File: src/core/acs_pkg.sv
// package of constants for the self-clocked serial result output sequencer
// assumes a 250 MHz core clock; the power-on count derives from the time given here
package acs_pkg;

  // core clock period
  localparam int CLK_PERIOD_NS = 4;

  // power-on hold time after supply crosses its threshold
  localparam int POR_TIME_NS   = 500000;
  // least time, so rounded up to whole cycles
  localparam int POR_CYCLES_DEF = (POR_TIME_NS + CLK_PERIOD_NS - 1) / CLK_PERIOD_NS;

  // default half period of the internal serial clock, in core cycles
  localparam int SCK_HALF_DEF  = 16;

  // output word layout
  localparam int WORD_W        = 32;
  localparam int RES_W         = 31;
  localparam int FLAG_POS      = 31;
  localparam logic [4:0] LAST_BIT = 5'h1F;

  // result buffer depth
  localparam int FIFO_DEPTH    = 8;

  // counter widths
  localparam int POR_CNT_W     = 20;
  localparam int DIV_CNT_W     = 8;

  // sequencer states
  typedef enum logic [2:0] {
    ST_POR,
    ST_EXT,
    ST_CONV,
    ST_SLEEP,
    ST_OUT
  } acs_state_t;

endpackage

File: src/core/acs_fifo.sv
// small synchronous FIFO carrying conversion results to the output sequencer
// assumes writer and reader share one clock and the same clock enable
`timescale 1ns/1ps
module acs_fifo
  import acs_pkg::*;
#(
  parameter int W = RES_W,
  parameter int D = FIFO_DEPTH
)
(
  // clock and reset
  input  wire logic         clk_i,
  input  wire logic         resetn_i,
  input  wire logic         ce_i,
  // filling side
  input  wire logic         in_valid_i,
  output logic              in_ready_o,
  input  wire logic [W-1:0] in_data_i,
  // draining side
  output logic              out_valid_o,
  input  wire logic         out_ready_i,
  output logic [W-1:0]      out_data_o
);

  localparam int AW = $clog2(D);

  logic [W-1:0]  mem [D];
  logic [AW-1:0] wr_ptr_r;
  logic [AW-1:0] wr_ptr_nxt;
  logic [AW-1:0] rd_ptr_r;
  logic [AW-1:0] rd_ptr_nxt;
  logic [AW:0]   count_r;
  logic [AW:0]   count_nxt;
  logic          ready_r;
  logic          ready_nxt;
  logic          push;
  logic          pop;

  // ready kept as a flop so the ready seen upstream needs no gate after it
  assign in_ready_o  = ready_r;
  assign out_valid_o = (count_r != '0);
  assign out_data_o  = mem[rd_ptr_r];
  assign push        = in_valid_i & ready_r;
  assign pop         = out_ready_i & out_valid_o;

  // pointer and occupancy update
  always_comb
  begin
    wr_ptr_nxt = push ? AW'(wr_ptr_r + 1'b1) : wr_ptr_r;
    rd_ptr_nxt = pop ? AW'(rd_ptr_r + 1'b1) : rd_ptr_r;
    count_nxt  = count_r;
    if (push && !pop)
      count_nxt = (AW+1)'(count_r + 1'b1);
    else if (pop && !push)
      count_nxt = (AW+1)'(count_r - 1'b1);
    ready_nxt  = (count_nxt != (AW+1)'(D));
  end

  // register stage; storage has no reset, pointers, count and ready do
  always_ff @(posedge clk_i)
  begin
    if (!resetn_i)
    begin
      wr_ptr_r <= '0;
      rd_ptr_r <= '0;
      count_r  <= '0;
      ready_r  <= 1'b1;
    end
    else if (ce_i)
    begin
      wr_ptr_r <= wr_ptr_nxt;
      rd_ptr_r <= rd_ptr_nxt;
      count_r  <= count_nxt;
      ready_r  <= ready_nxt;
      if (push)
        mem[wr_ptr_r] <= in_data_i;
    end
  end

endmodule

File: src/core/acs_top.sv
// output sequencer of a delta-sigma converter driving its own serial clock
// assumes the converter core and chip-select comparator sit outside; SCK is
// split into input, output and output enable, SDO into output and enable, pulls resolved by the bench
//
// Summary of operation
// hold power-on reset about 0.5 ms, then sample SCK to pick clock mode
// weak SCK pull-up during power-on reset; high selects internal, low external
// while converting in internal mode, SCK and SDO both stay high
// conversion done: SCK and SDO go low, device sleeps
// sleep at least half an SCK period, then start output unprompted
// output cycle runs from first to the 32nd generated rising SCK edge
// SDO advances on each own SCK falling edge; generated clock drives SCK pin
// controller captures SDO on rising SCK; flag first, last bit at 32nd
// after 32nd rise: SDO high, SCK stays high, new conversion starts
// in continuous mode the controller ties chip select low, drives nothing
// autostart: weak chip-select pull-up held while converting
// autostart: on completion sleep and enable 25 nA chip-select sink
// chip select below threshold wakes device into 32-edge output cycle
// autostart: after 32nd rise, pull chip select high, stop sink, convert
// each threshold crossing re-evaluates mode (code holds internal mode while it drives SCK); SCK pull-up on while discharging
// controller must not pull SCK low while chip select discharges
// on falling edge of the done flag, load result into output shift register
// internal SCK derived from core clock by a divider parameter
// output word is done flag first, then 31 result bits from the core
`timescale 1ns/1ps
module acs_top
  import acs_pkg::*;
#(
  parameter int POR_CYCLES = POR_CYCLES_DEF,
  parameter int SCK_HALF   = SCK_HALF_DEF
)
(
  // clock, reset, enable
  input  wire logic             CLK_I,
  input  wire logic             RESETN_I,
  input  wire logic             CE_I,
  // serial clock pin
  input  wire logic             SCK_I,
  output logic                  SCK_O,
  output logic                  SCK_OE_O,
  output logic                  SCK_PU_O,
  // serial data pin
  output logic                  SDO_O,
  output logic                  SDO_OE_O,
  // chip-select pin analog controls and comparator
  input  wire logic             CS_BELOW_I,
  output logic                  CS_PU_O,
  output logic                  CS_SINK_O,
  // converter core
  output logic                  CONV_START_O,
  input  wire logic             RES_VALID_I,
  output logic                  RES_READY_O,
  input  wire logic [RES_W-1:0] RES_DATA_I,
  // status
  output logic                  MODE_INT_O
);

  // pin synchronisers
  logic sck_s1_r;
  logic sck_s2_r;
  logic cs_s1_r;
  logic cs_s2_r;
  logic cs_d_r;

  // power-on and mode state
  logic [POR_CNT_W-1:0] por_cnt_r;
  logic [POR_CNT_W-1:0] por_cnt_nxt;
  logic                 mode_int_r;
  logic                 mode_int_nxt;

  // sequencer state
  acs_state_t           state_r;
  acs_state_t           state_nxt;
  logic [DIV_CNT_W-1:0] div_cnt_r;
  logic [DIV_CNT_W-1:0] div_cnt_nxt;
  logic                 half_done_r;
  logic                 half_done_nxt;
  logic [4:0]           bit_cnt_r;
  logic [4:0]           bit_cnt_nxt;
  logic [WORD_W-1:0]    shreg_r;
  logic [WORD_W-1:0]    shreg_nxt;
  logic                 sck_r;
  logic                 sck_nxt;
  logic                 sck_oe_r;
  logic                 sck_oe_nxt;
  logic                 sck_pu_r;
  logic                 sck_pu_nxt;
  logic                 sdo_r;
  logic                 sdo_nxt;
  logic                 sdo_oe_r;
  logic                 sdo_oe_nxt;
  logic                 cs_pu_r;
  logic                 cs_pu_nxt;
  logic                 cs_sink_r;
  logic                 cs_sink_nxt;
  logic                 start_r;
  logic                 start_nxt;

  // result buffer interface
  logic                 fifo_valid;
  logic                 fifo_pop;
  logic [RES_W-1:0]     fifo_data;
  logic                 fifo_in_ready;

  // derived events
  logic                 cs_cross;
  logic                 div_tick;
  logic                 por_end;

  // results queue here so the converter can run ahead of a slow output
  acs_fifo #(
    .W (RES_W),
    .D (FIFO_DEPTH)
  ) u_fifo (
    .clk_i       (CLK_I),
    .resetn_i    (RESETN_I),
    .ce_i        (CE_I),
    .in_valid_i  (RES_VALID_I),
    .in_ready_o  (fifo_in_ready),
    .in_data_i   (RES_DATA_I),
    .out_valid_o (fifo_valid),
    .out_ready_i (fifo_pop),
    .out_data_o  (fifo_data)
  );

  // two-flop synchronisers; cs_d_r only ever sees the second stage
  always_ff @(posedge CLK_I)
  begin
    if (!RESETN_I)
    begin
      sck_s1_r <= 1'b1;
      sck_s2_r <= 1'b1;
      cs_s1_r  <= 1'b0;
      cs_s2_r  <= 1'b0;
      cs_d_r   <= 1'b0;
    end
    else if (CE_I)
    begin
      sck_s1_r <= SCK_I;
      sck_s2_r <= sck_s1_r;
      cs_s1_r  <= CS_BELOW_I;
      cs_s2_r  <= cs_s1_r;
      cs_d_r   <= cs_s2_r;
    end
  end

  // either direction of the comparator counts as a crossing
  assign cs_cross = cs_s2_r ^ cs_d_r;
  assign div_tick = (div_cnt_r == DIV_CNT_W'(SCK_HALF - 1));
  assign por_end  = (por_cnt_r == POR_CNT_W'(POR_CYCLES - 1));

  // power-on counter and clock-mode choice
  always_comb
  begin
    por_cnt_nxt  = por_cnt_r;
    mode_int_nxt = mode_int_r;
    if (state_r == ST_POR)
    begin
      if (!por_end)
        por_cnt_nxt = POR_CNT_W'(por_cnt_r + 1'b1);
      else
        mode_int_nxt = sck_s2_r;
    end
    else if (cs_cross)
    begin
      // while we drive SCK ourselves the pin level is our own, keep internal
      mode_int_nxt = sck_oe_r ? 1'b1 : sck_s2_r;
    end
  end

  always_ff @(posedge CLK_I)
  begin
    if (!RESETN_I)
    begin
      por_cnt_r  <= '0;
      mode_int_r <= 1'b0;
    end
    else if (CE_I)
    begin
      por_cnt_r  <= por_cnt_nxt;
      mode_int_r <= mode_int_nxt;
    end
  end

  // output sequencer
  always_comb
  begin
    state_nxt     = state_r;
    div_cnt_nxt   = div_tick ? '0 : DIV_CNT_W'(div_cnt_r + 1'b1);
    half_done_nxt = half_done_r;
    bit_cnt_nxt   = bit_cnt_r;
    shreg_nxt     = shreg_r;
    sck_nxt       = sck_r;
    sck_oe_nxt    = sck_oe_r;
    sck_pu_nxt    = sck_pu_r;
    sdo_nxt       = sdo_r;
    sdo_oe_nxt    = sdo_oe_r;
    cs_pu_nxt     = cs_pu_r;
    cs_sink_nxt   = cs_sink_r;
    start_nxt     = 1'b0;
    fifo_pop      = 1'b0;
    unique case (state_r)
      ST_POR:
      begin
        sck_pu_nxt = 1'b1;
        sck_oe_nxt = 1'b0;
        sdo_oe_nxt = 1'b0;
        if (por_end)
        begin
          if (sck_s2_r)
          begin
            state_nxt  = ST_CONV;
            start_nxt  = 1'b1;
            sck_nxt    = 1'b1;
            sck_oe_nxt = 1'b1;
            sdo_nxt    = 1'b1;
            sdo_oe_nxt = 1'b1;
            cs_pu_nxt  = 1'b1;
          end
          else
          begin
            state_nxt  = ST_EXT;
            sck_pu_nxt = 1'b0;
          end
        end
      end
      ST_EXT:
      begin
        // external clocking is not served here; wait for a crossing
        if (cs_cross && sck_s2_r)
        begin
          state_nxt  = ST_CONV;
          start_nxt  = 1'b1;
          sck_nxt    = 1'b1;
          sck_oe_nxt = 1'b1;
          sdo_nxt    = 1'b1;
          sdo_oe_nxt = 1'b1;
          cs_pu_nxt  = 1'b1;
        end
      end
      ST_CONV:
      begin
        // flag high on SDO, SCK high, chip select held up
        sck_nxt    = 1'b1;
        sdo_nxt    = 1'b1;
        cs_pu_nxt  = 1'b1;
        if (fifo_valid)
        begin
          fifo_pop      = 1'b1;
          shreg_nxt     = {1'b0, fifo_data};
          state_nxt     = ST_SLEEP;
          sck_nxt       = 1'b0;
          sdo_nxt       = 1'b0;
          cs_pu_nxt     = 1'b0;
          cs_sink_nxt   = 1'b1;
          sck_pu_nxt    = 1'b1;
          div_cnt_nxt   = '0;
          half_done_nxt = 1'b0;
        end
      end
      ST_SLEEP:
      begin
        if (div_tick)
          half_done_nxt = 1'b1;
        // tied-low chip select reads below at once, so this is the
        // continuous case too; a capacitor delays it in autostart
        if ((half_done_r || div_tick) && cs_s2_r)
        begin
          state_nxt   = ST_OUT;
          div_cnt_nxt = '0;
          bit_cnt_nxt = '0;
        end
      end
      ST_OUT:
      begin
        if (div_tick)
        begin
          if (!sck_r)
            sck_nxt = 1'b1;
          else if (bit_cnt_r == LAST_BIT)
          begin
            // 32nd rise already out: leave SCK high, restart
            state_nxt   = ST_CONV;
            sdo_nxt     = 1'b1;
            start_nxt   = 1'b1;
            cs_pu_nxt   = 1'b1;
            cs_sink_nxt = 1'b0;
            sck_pu_nxt  = 1'b0;
          end
          else
          begin
            sck_nxt     = 1'b0;
            shreg_nxt   = {shreg_r[WORD_W-2:0], 1'b0};
            sdo_nxt     = shreg_r[WORD_W-2];
            bit_cnt_nxt = 5'(bit_cnt_r + 1'b1);
          end
        end
      end
      default:
      begin
        state_nxt = ST_POR;
      end
    endcase
  end

  // sequencer registers; the 32nd rise is seen one half period after it
  always_ff @(posedge CLK_I)
  begin
    if (!RESETN_I)
    begin
      state_r     <= ST_POR;
      div_cnt_r   <= '0;
      half_done_r <= 1'b0;
      bit_cnt_r   <= '0;
      shreg_r     <= '0;
      sck_r       <= 1'b1;
      sck_oe_r    <= 1'b0;
      sck_pu_r    <= 1'b1;
      sdo_r       <= 1'b1;
      sdo_oe_r    <= 1'b0;
      cs_pu_r     <= 1'b0;
      cs_sink_r   <= 1'b0;
      start_r     <= 1'b0;
    end
    else if (CE_I)
    begin
      state_r     <= state_nxt;
      div_cnt_r   <= div_cnt_nxt;
      half_done_r <= half_done_nxt;
      bit_cnt_r   <= bit_cnt_nxt;
      shreg_r     <= shreg_nxt;
      sck_r       <= sck_nxt;
      sck_oe_r    <= sck_oe_nxt;
      sck_pu_r    <= sck_pu_nxt;
      sdo_r       <= sdo_nxt;
      sdo_oe_r    <= sdo_oe_nxt;
      cs_pu_r     <= cs_pu_nxt;
      cs_sink_r   <= cs_sink_nxt;
      start_r     <= start_nxt;
    end
  end

  // ready comes straight from a flop inside the buffer
  assign RES_READY_O  = fifo_in_ready;
  assign SCK_O        = sck_r;
  assign SCK_OE_O     = sck_oe_r;
  assign SCK_PU_O     = sck_pu_r;
  assign SDO_O        = sdo_r;
  assign SDO_OE_O     = sdo_oe_r;
  assign CS_PU_O      = cs_pu_r;
  assign CS_SINK_O    = cs_sink_r;
  assign CONV_START_O = start_r;
  assign MODE_INT_O   = mode_int_r;

endmodule

File: config.mk
export PLATFORM = sky130hd
export DESIGN_NAME = acs_top
export DESIGN_NICKNAME = d
export VERILOG_FILES = /design/src/core/acs_pkg.sv /design/src/core/acs_fifo.sv /design/src/core/acs_top.sv
export SDC_FILE = /design/constraint.sdc
export NUM_CORES = 1
export LEC_CHECK = 0
export BUFFER_PORTS_ARGS = -buffer_cell sky130_fd_sc_hd__buf_2
export CORE_UTILIZATION = 64
export CTS_BUF_LIST = sky130_fd_sc_hd__clkbuf_4
export CTS_CLUSTER_DIAMETER = 80
export CTS_CLUSTER_SIZE = 28
export DETAILED_ROUTE_END_ITERATION = 8
export GPL_ROUTABILITY_DRIVEN = 0
export PLACE_DENSITY = 0.82
export RECOVER_POWER = 50
export SETUP_SLACK_MARGIN = 0.02
export SKIP_CTS_REPAIR_TIMING = 1
export SYNTH_ARGS = -nofsm -noshare
export SYNTH_HDL_FRONTEND = slang
export SYNTH_SLANG_ARGS = --single-unit
File: constraint.sdc
create_clock -name CLK_I -period 5 [get_ports CLK_I]
set_input_delay 0.5 -clock CLK_I [delete_from_list [all_inputs] [get_ports CLK_I]]
set_output_delay 0.5 -clock CLK_I [all_outputs]
set_load 0.01 [all_outputs]
* Yosys cells after proc, flatten, opt, wreduce, memory -nomap -nowiden
Memories as Yosys holds them, arrays and structs flattened. A register that Yosys moved wholly into a read port is not among the register bits.
Cells that the tools add are included.
** Storage, ports and cells
- Bits in registers :: 92
- Bits in writable memories :: 248
- Memories :: 1
- Output and inout bits :: 10
** Memories
- u_fifo.mem :: depth 8, width 31, rd ports 1, clocked after memory_dff 1, write ports 1, line acs_fifo.sv:27 : logic [W-1:0] mem [D];
** Cells by class
- Add/subtract/negate cells :: 7
- Eq/ne operators :: 18
- Muxes and demuxes :: 70
- Reduce and logical (&&, ||, !) cells :: 30
- Bitwise logic cells :: 4
** Operators by type and width (number)
- $mux 31 :: 4
- $pmux 31 s2 :: 1
- $mux 1 :: 35
- $reduce_and 6->1 :: 5
- $mux 3 :: 9
- $mux 8 :: 3
- $add 20x1->20 const B :: 1
- $eq 20x17->1 const B :: 1
- $mux 5 :: 4
- $ne 2x2->1 const B :: 9
- $pmux 8 s2 :: 1
- $reduce_and 8->1 :: 2
- $pmux 3 s5 :: 1
- $pmux 1 s4 :: 3
- $pmux 5 s2 :: 1
- $reduce_bool 2->1 :: 5
- $reduce_and 3->1 :: 3
- $add 8x1->8 const B :: 1
- $eq 8x4->1 const B :: 1
- $mux 4 :: 2
- $reduce_bool 4->1 :: 2
- $reduce_and 7->1 :: 1
- $add 3x1->3 const B :: 2
- $eq 3x2->1 const B :: 2
- 21 further kinds :: 30

* Longest topological paths before layout
- Depth after elaboration :: 8
- Gate-level depth with buffers :: 10
- Depth with buffers taken out :: 9

* By module
From an unflattened synthesis, not the netlist that was laid out.
** Unflattened totals
- Cell total of the unflattened synthesis :: 952
- Area, all modules :: 14064.7 µm²
** Modules (own cells, without submodules)
- acs_fifo :: instances 1, area an instance 10087.2 µm², cells an instance 456
- acs_top :: instances 1, area an instance 3977.6 µm², cells an instance 496

* Least setup slack after synthesis
No wires, ideal clock.
- Kind :: input -> register
- Start point :: input CE_I
- End point :: memory u_fifo.mem[6][0] in the netlist's numbering (enable)
- Path buffers :: 3
- Stages :: 5
- Path slack :: 934 ps
- Data arrival time :: 3608 ps
- Library setup time :: 458 ps
- Cell sequence :: clkbuf_1 -> clkbuf_1 -> buf_2 -> nand4_1 -> nor3_1
** Between the ends
- Longest elaborated chain between the ends :: 3
** RTL lines
- start, declared :: line acs_top.sv:36 : input wire logic CE_I,
- $mux 1 :: line acs_fifo.sv:69 : else if (ce_i)
- $mux 1 :: line acs_fifo.sv:62 : if (!resetn_i)
- $mux 1 (implied by the code) :: line acs_fifo.sv:76 : mem[wr_ptr_r] <= in_data_i;
- end, declared :: line acs_fifo.sv:27
Every way passes these cells.

* Worst setup path in the final report
- Start point :: input CE_I
- End point :: memory u_fifo.mem[6][8] in the netlist's numbering (enable)
The elaborated chain is that of the path after synthesis.

==> summary.md <==
| Metric | Value |
|---|---|
| Setup TNS | 0 ns |
| Routed Antenna Nets | 0 |
| Clock group share of total power | 24.0% |
| Die W | around 150 um |
| Post-synthesis area per instance | 15.3 um^2 |
| Num rows | 53 |
| Final Instance Area | 14400 um^2 |
| Layout cells sized above 1 | 12.7% |
| Vias in the first global route | 7366 |
| Clock transition at path regs | 0.25 ns |
| Die Y | about 150 um |
| Critical Path End | u_fifo.mem[6][8]$_DFFE_PP_ |
| CP Capture Type | flip-flop |
| Post-route minimum period | 3.42 ns |
| Drt first-iter violations | between 700 and 800 |
| Cell Chain, Critical Path | clkbuf_1 -> nand4_1 -> nor3_2 -> clkbuf_2 |
| Max-cap violations | 1 |
| R2R depth | 7 |
| CP required | 5.37 ns |
| Pwr Density | 293 nW/um^2 |
| Synth Warn # | 0 |
| Net Sw Power | 882 uW |
| Outcome | complete, but fails checks |
| Clock sink count | 343 |
| Slew margin rel. | -26.1% |
| Sequential share of the synthesized area | 68.0% |
| Global route overflow | 0 |
| CP Max Fanout | 45 |
| Critical R2R Launch | state_r[2]$_SDFFE_PN0P_ |
| Area Growth Syn to Fin | 4.99% |
| CP max-delay cell | clkbuf_1 |
| Failing checks | max-capacitance violations, max-slew violations |
| Clk Latency, worst-skew pair | ~0.71 ns |
| Synth cell types | 59 |
| CP startpoint | CE_I |
| Ys flop type | edfxtp_1 |
| FF+latch count, synth | between 300 and 400 |
| NumNets Final | 969 |
| P_leak | 4.50 nW |
| Slew @ Worst Pin | roughly 1.9 ns |
| Synth top area share | 54.2% |
| Fillers | 1354 |
| First-pass GRT wire length | 40.9 mm |
| WS Path Type | input pin to flip-flop |
| Clock Tree Buf Depth | 3 |
| Clock Skews | 0.0502 ns |
| Synth top area cells | edfxtp_1 (54%), dfxtp_1 (14%), mux4_2 (10%) |
| # IOs | 47 |
| Max Slew Vio Count | 46 |
| Input/output buffers | 46 |
| Worst vdd ir | 286 uV |
| Gr usage total | 24.5% |
| Min-Delay Path Class | input pin to flip-flop |
| Power Total | 4.23 mW |
| Period Utilization, post-route | 68.3% |
| Detailed Place HPWL | around 16 mm |
| Root Buffer | clkbuf_4 |
| DR pass1 iterations | 5 |
| Worst R2R Setup Slack | 1.82 ns |
| Starting Density | 65.4% |
| RSZ-0062 raised after global routing | false |
| CP startpoint kind | input pin |
| Placed Area | 14200 um^2 |
| Worst hold slack | 0.101 ns |
| Worst R2R End | shreg_r[26]$_SDFFE_PN0P_ |
| Syn Std Cell Area | 13700 um^2 |
| Post-synth EDFFs | 248 |
| Setup violators final | 0 |
| # H-tree levels | 1 |
| Die area | 22100 um^2 |
| Final hold vios | 0 |
| Combinational share of power | under 10% |
| Pre-CTS WS | 1.88 ns |
| Total routed wirelength | around 26 mm |
| CP peak stage delay | approximately 1.3 ns |
| Post-DR wirelength/cell | about 22 um |
| Setup ws final | 1.58 ns |
| Reg power frac | 72.8% |
| Worst Path Arrival | 3.78 ns |
| Fraction of registers with async set/reset | 0% |
| DRC Markers | 0 |
| CTS buffer count | 16 |
| Core area | 21000 um^2 |
| Cell internal pwr | roughly 3.3 mW |
| Vias per cell | about 6.3 |
| Initial antenna violation count | 1 |
| Switching Share | between 20% and 30% |
| Routed vias | 7602 |
| Largest area contributor in the netlist | edfxtp_1 |
| Maximum number of pins on one net before global-route repair | 69 |
| Highest clock rate | around 290 MHz |
| Synthesized instance count | 897 |
| Syn Nets | 943 |
| CTS tree | built |
| Hold path cells | 1 |
==> cell type report <==
class	count	area (um^2)	share of cell area [%]
diodes	1	2.50	0.0173
clock buffers	19	143	0.988
inverters	13	48.8	0.338
repair buffers	60	300	2.08
clock inverters	4	58.8	0.407
flip-flops and latches	343	9360	64.8
multi-input cells	489	4180	29.0
well taps	275	344	2.38
==> power by group through the flow <==
| stage | sequential [mW] | combinational (mW) | clock [mW] |
|---|---|---|---|
| 2_1_floorplan | 3.14 | 0.0698 | 0 |
| 3_3_place_gp | 3.14 | 0.126 | 0 |
| 3_5_place_dp | 3.14 | 0.132 | 0 |
| 4_1_cts | 3.08 | 0.133 | 1.03 |
| 5_1_grt | 3.08 | 0.149 | 1.12 |
| 6_report | 3.08 | 0.134 | 1.02 |
==> worst min-delay path by stage <==
stage	startpoint	endpoint	slack [ns]
final	RES_DATA_I[7]	u_fifo.mem[7][7]$_DFFE_PP_	0.10
after global routing	RES_DATA_I[7]	u_fifo.mem[7][7]$_DFFE_PP_	0.07
after CTS	SCK_I	sck_s1_r$_SDFFE_PN1P_	-0.03
after detailed placement	shreg_r[20]$_SDFFE_PN0P_	shreg_r[20]$_SDFFE_PN0P_	0.45
after global placement	bit_cnt_r[4]$_SDFFE_PN0P_	bit_cnt_r[4]$_SDFFE_PN0P_	0.44
after floorplan	shreg_r[10]$_SDFFE_PN0P_	shreg_r[10]$_SDFFE_PN0P_	0.43
==> kinds of logic after synthesis <==
kind of cell | Yosys count | share of synthesized area [%]
flops | 343 | 68.0
simple gates | 214 | 7.75
compound gates | 137 | 6.71
mux | 101 | 13.0
buf+inv | 65 | 1.93
xor+xnor | 27 | 1.72
fa+ha+maj | 10 | 0.892
==> critical path, delay by kind of cell <==
family | cells | cell delay [ns]
buffers and inverters | 2 | 2.18
AND/OR/NAND/NOR | 2 | 1.07
==> Yosys cell counts, types with 5 or more instances <==
| library cell | count |
|---|---|
| nand2_1 | 36 |
| edfxtp_1 | 248 |
| inv_1 | 13 |
| mux4_2 | 62 |
| ha_1 | 9 |
| nor2_1 | 84 |
| nand3_1 | 21 |
| a31oi_1 | 5 |
| dfxtp_1 | 95 |
| buf_1 | 7 |
| a21oi_1 | 50 |
| buf_2 | 8 |
| o2bb2ai_1 | 31 |
| mux2i_1 | 39 |
| and3_1 | 13 |
| nor3b_1 | 5 |
| o211ai_1 | 8 |
| nor3_1 | 10 |
| clkbuf_1 | 35 |
| o21ai_0 | 14 |
| or3_1 | 6 |
| xnor2_1 | 12 |
| nand4_1 | 6 |
| and2_1 | 5 |
| xor2_1 | 15 |
==> cells in the final DEF, fill, tap and decap left out, types with 8 or more instances in the layout <==
cell type / netlist / final
nor2_1: 84 / 77
mux2i_1: 39 / 39
inv_1: 13 / 13
edfxtp_1: 248 / 248
nand3_1: 21 / 21
dfxtp_1: 95 / 92
and3_1: 13 / 13
a21oi_1: 50 / 50
o2bb2ai_1: 31 / 31
ha_1: 9 / 9
xnor2_1: 12 / 12
nand2_1: 36 / 36
o21ai_0: 14 / 14
mux4_2: 62 / 62
o211ai_1: 8 / 8
clkbuf_4: 0 / 19
nor3_1: 10 / 8
clkbuf_1: 35 / 42
dlygate4sd3_1: 0 / 8
xor2_1: 15 / 15
==> sequential cells by signal, indices dropped and copies added, names as in the netlist, 3 cells and up, named ones only <==
signal           count
por_cnt_r           20
u_fifo.wr_ptr_r      3
u_fifo.rd_ptr_r      3
div_cnt_r            8
bit_cnt_r            5
shreg_r             31
state_r              3
u_fifo.count_r       4
u_fifo.mem         248
==> metal layers <==
metal / routed length, um / GRT usage (%)
met2: 12800 / 39.8
met5: 0 / 0
met1: 11500 / 35.7
met3: 1340 / 3.16
met4: 496 / 5.52
==> through the flow <==
step           util (%)  std cells
6_report           68.7       1204
5_1_grt            68.7       1204
4_1_cts            68.6       1195
3_5_place_dp       67.6       1172
3_3_place_gp       67.6       1172
2_1_floorplan         -        897
No activity file was read; power rests on OpenSTA's default activity.
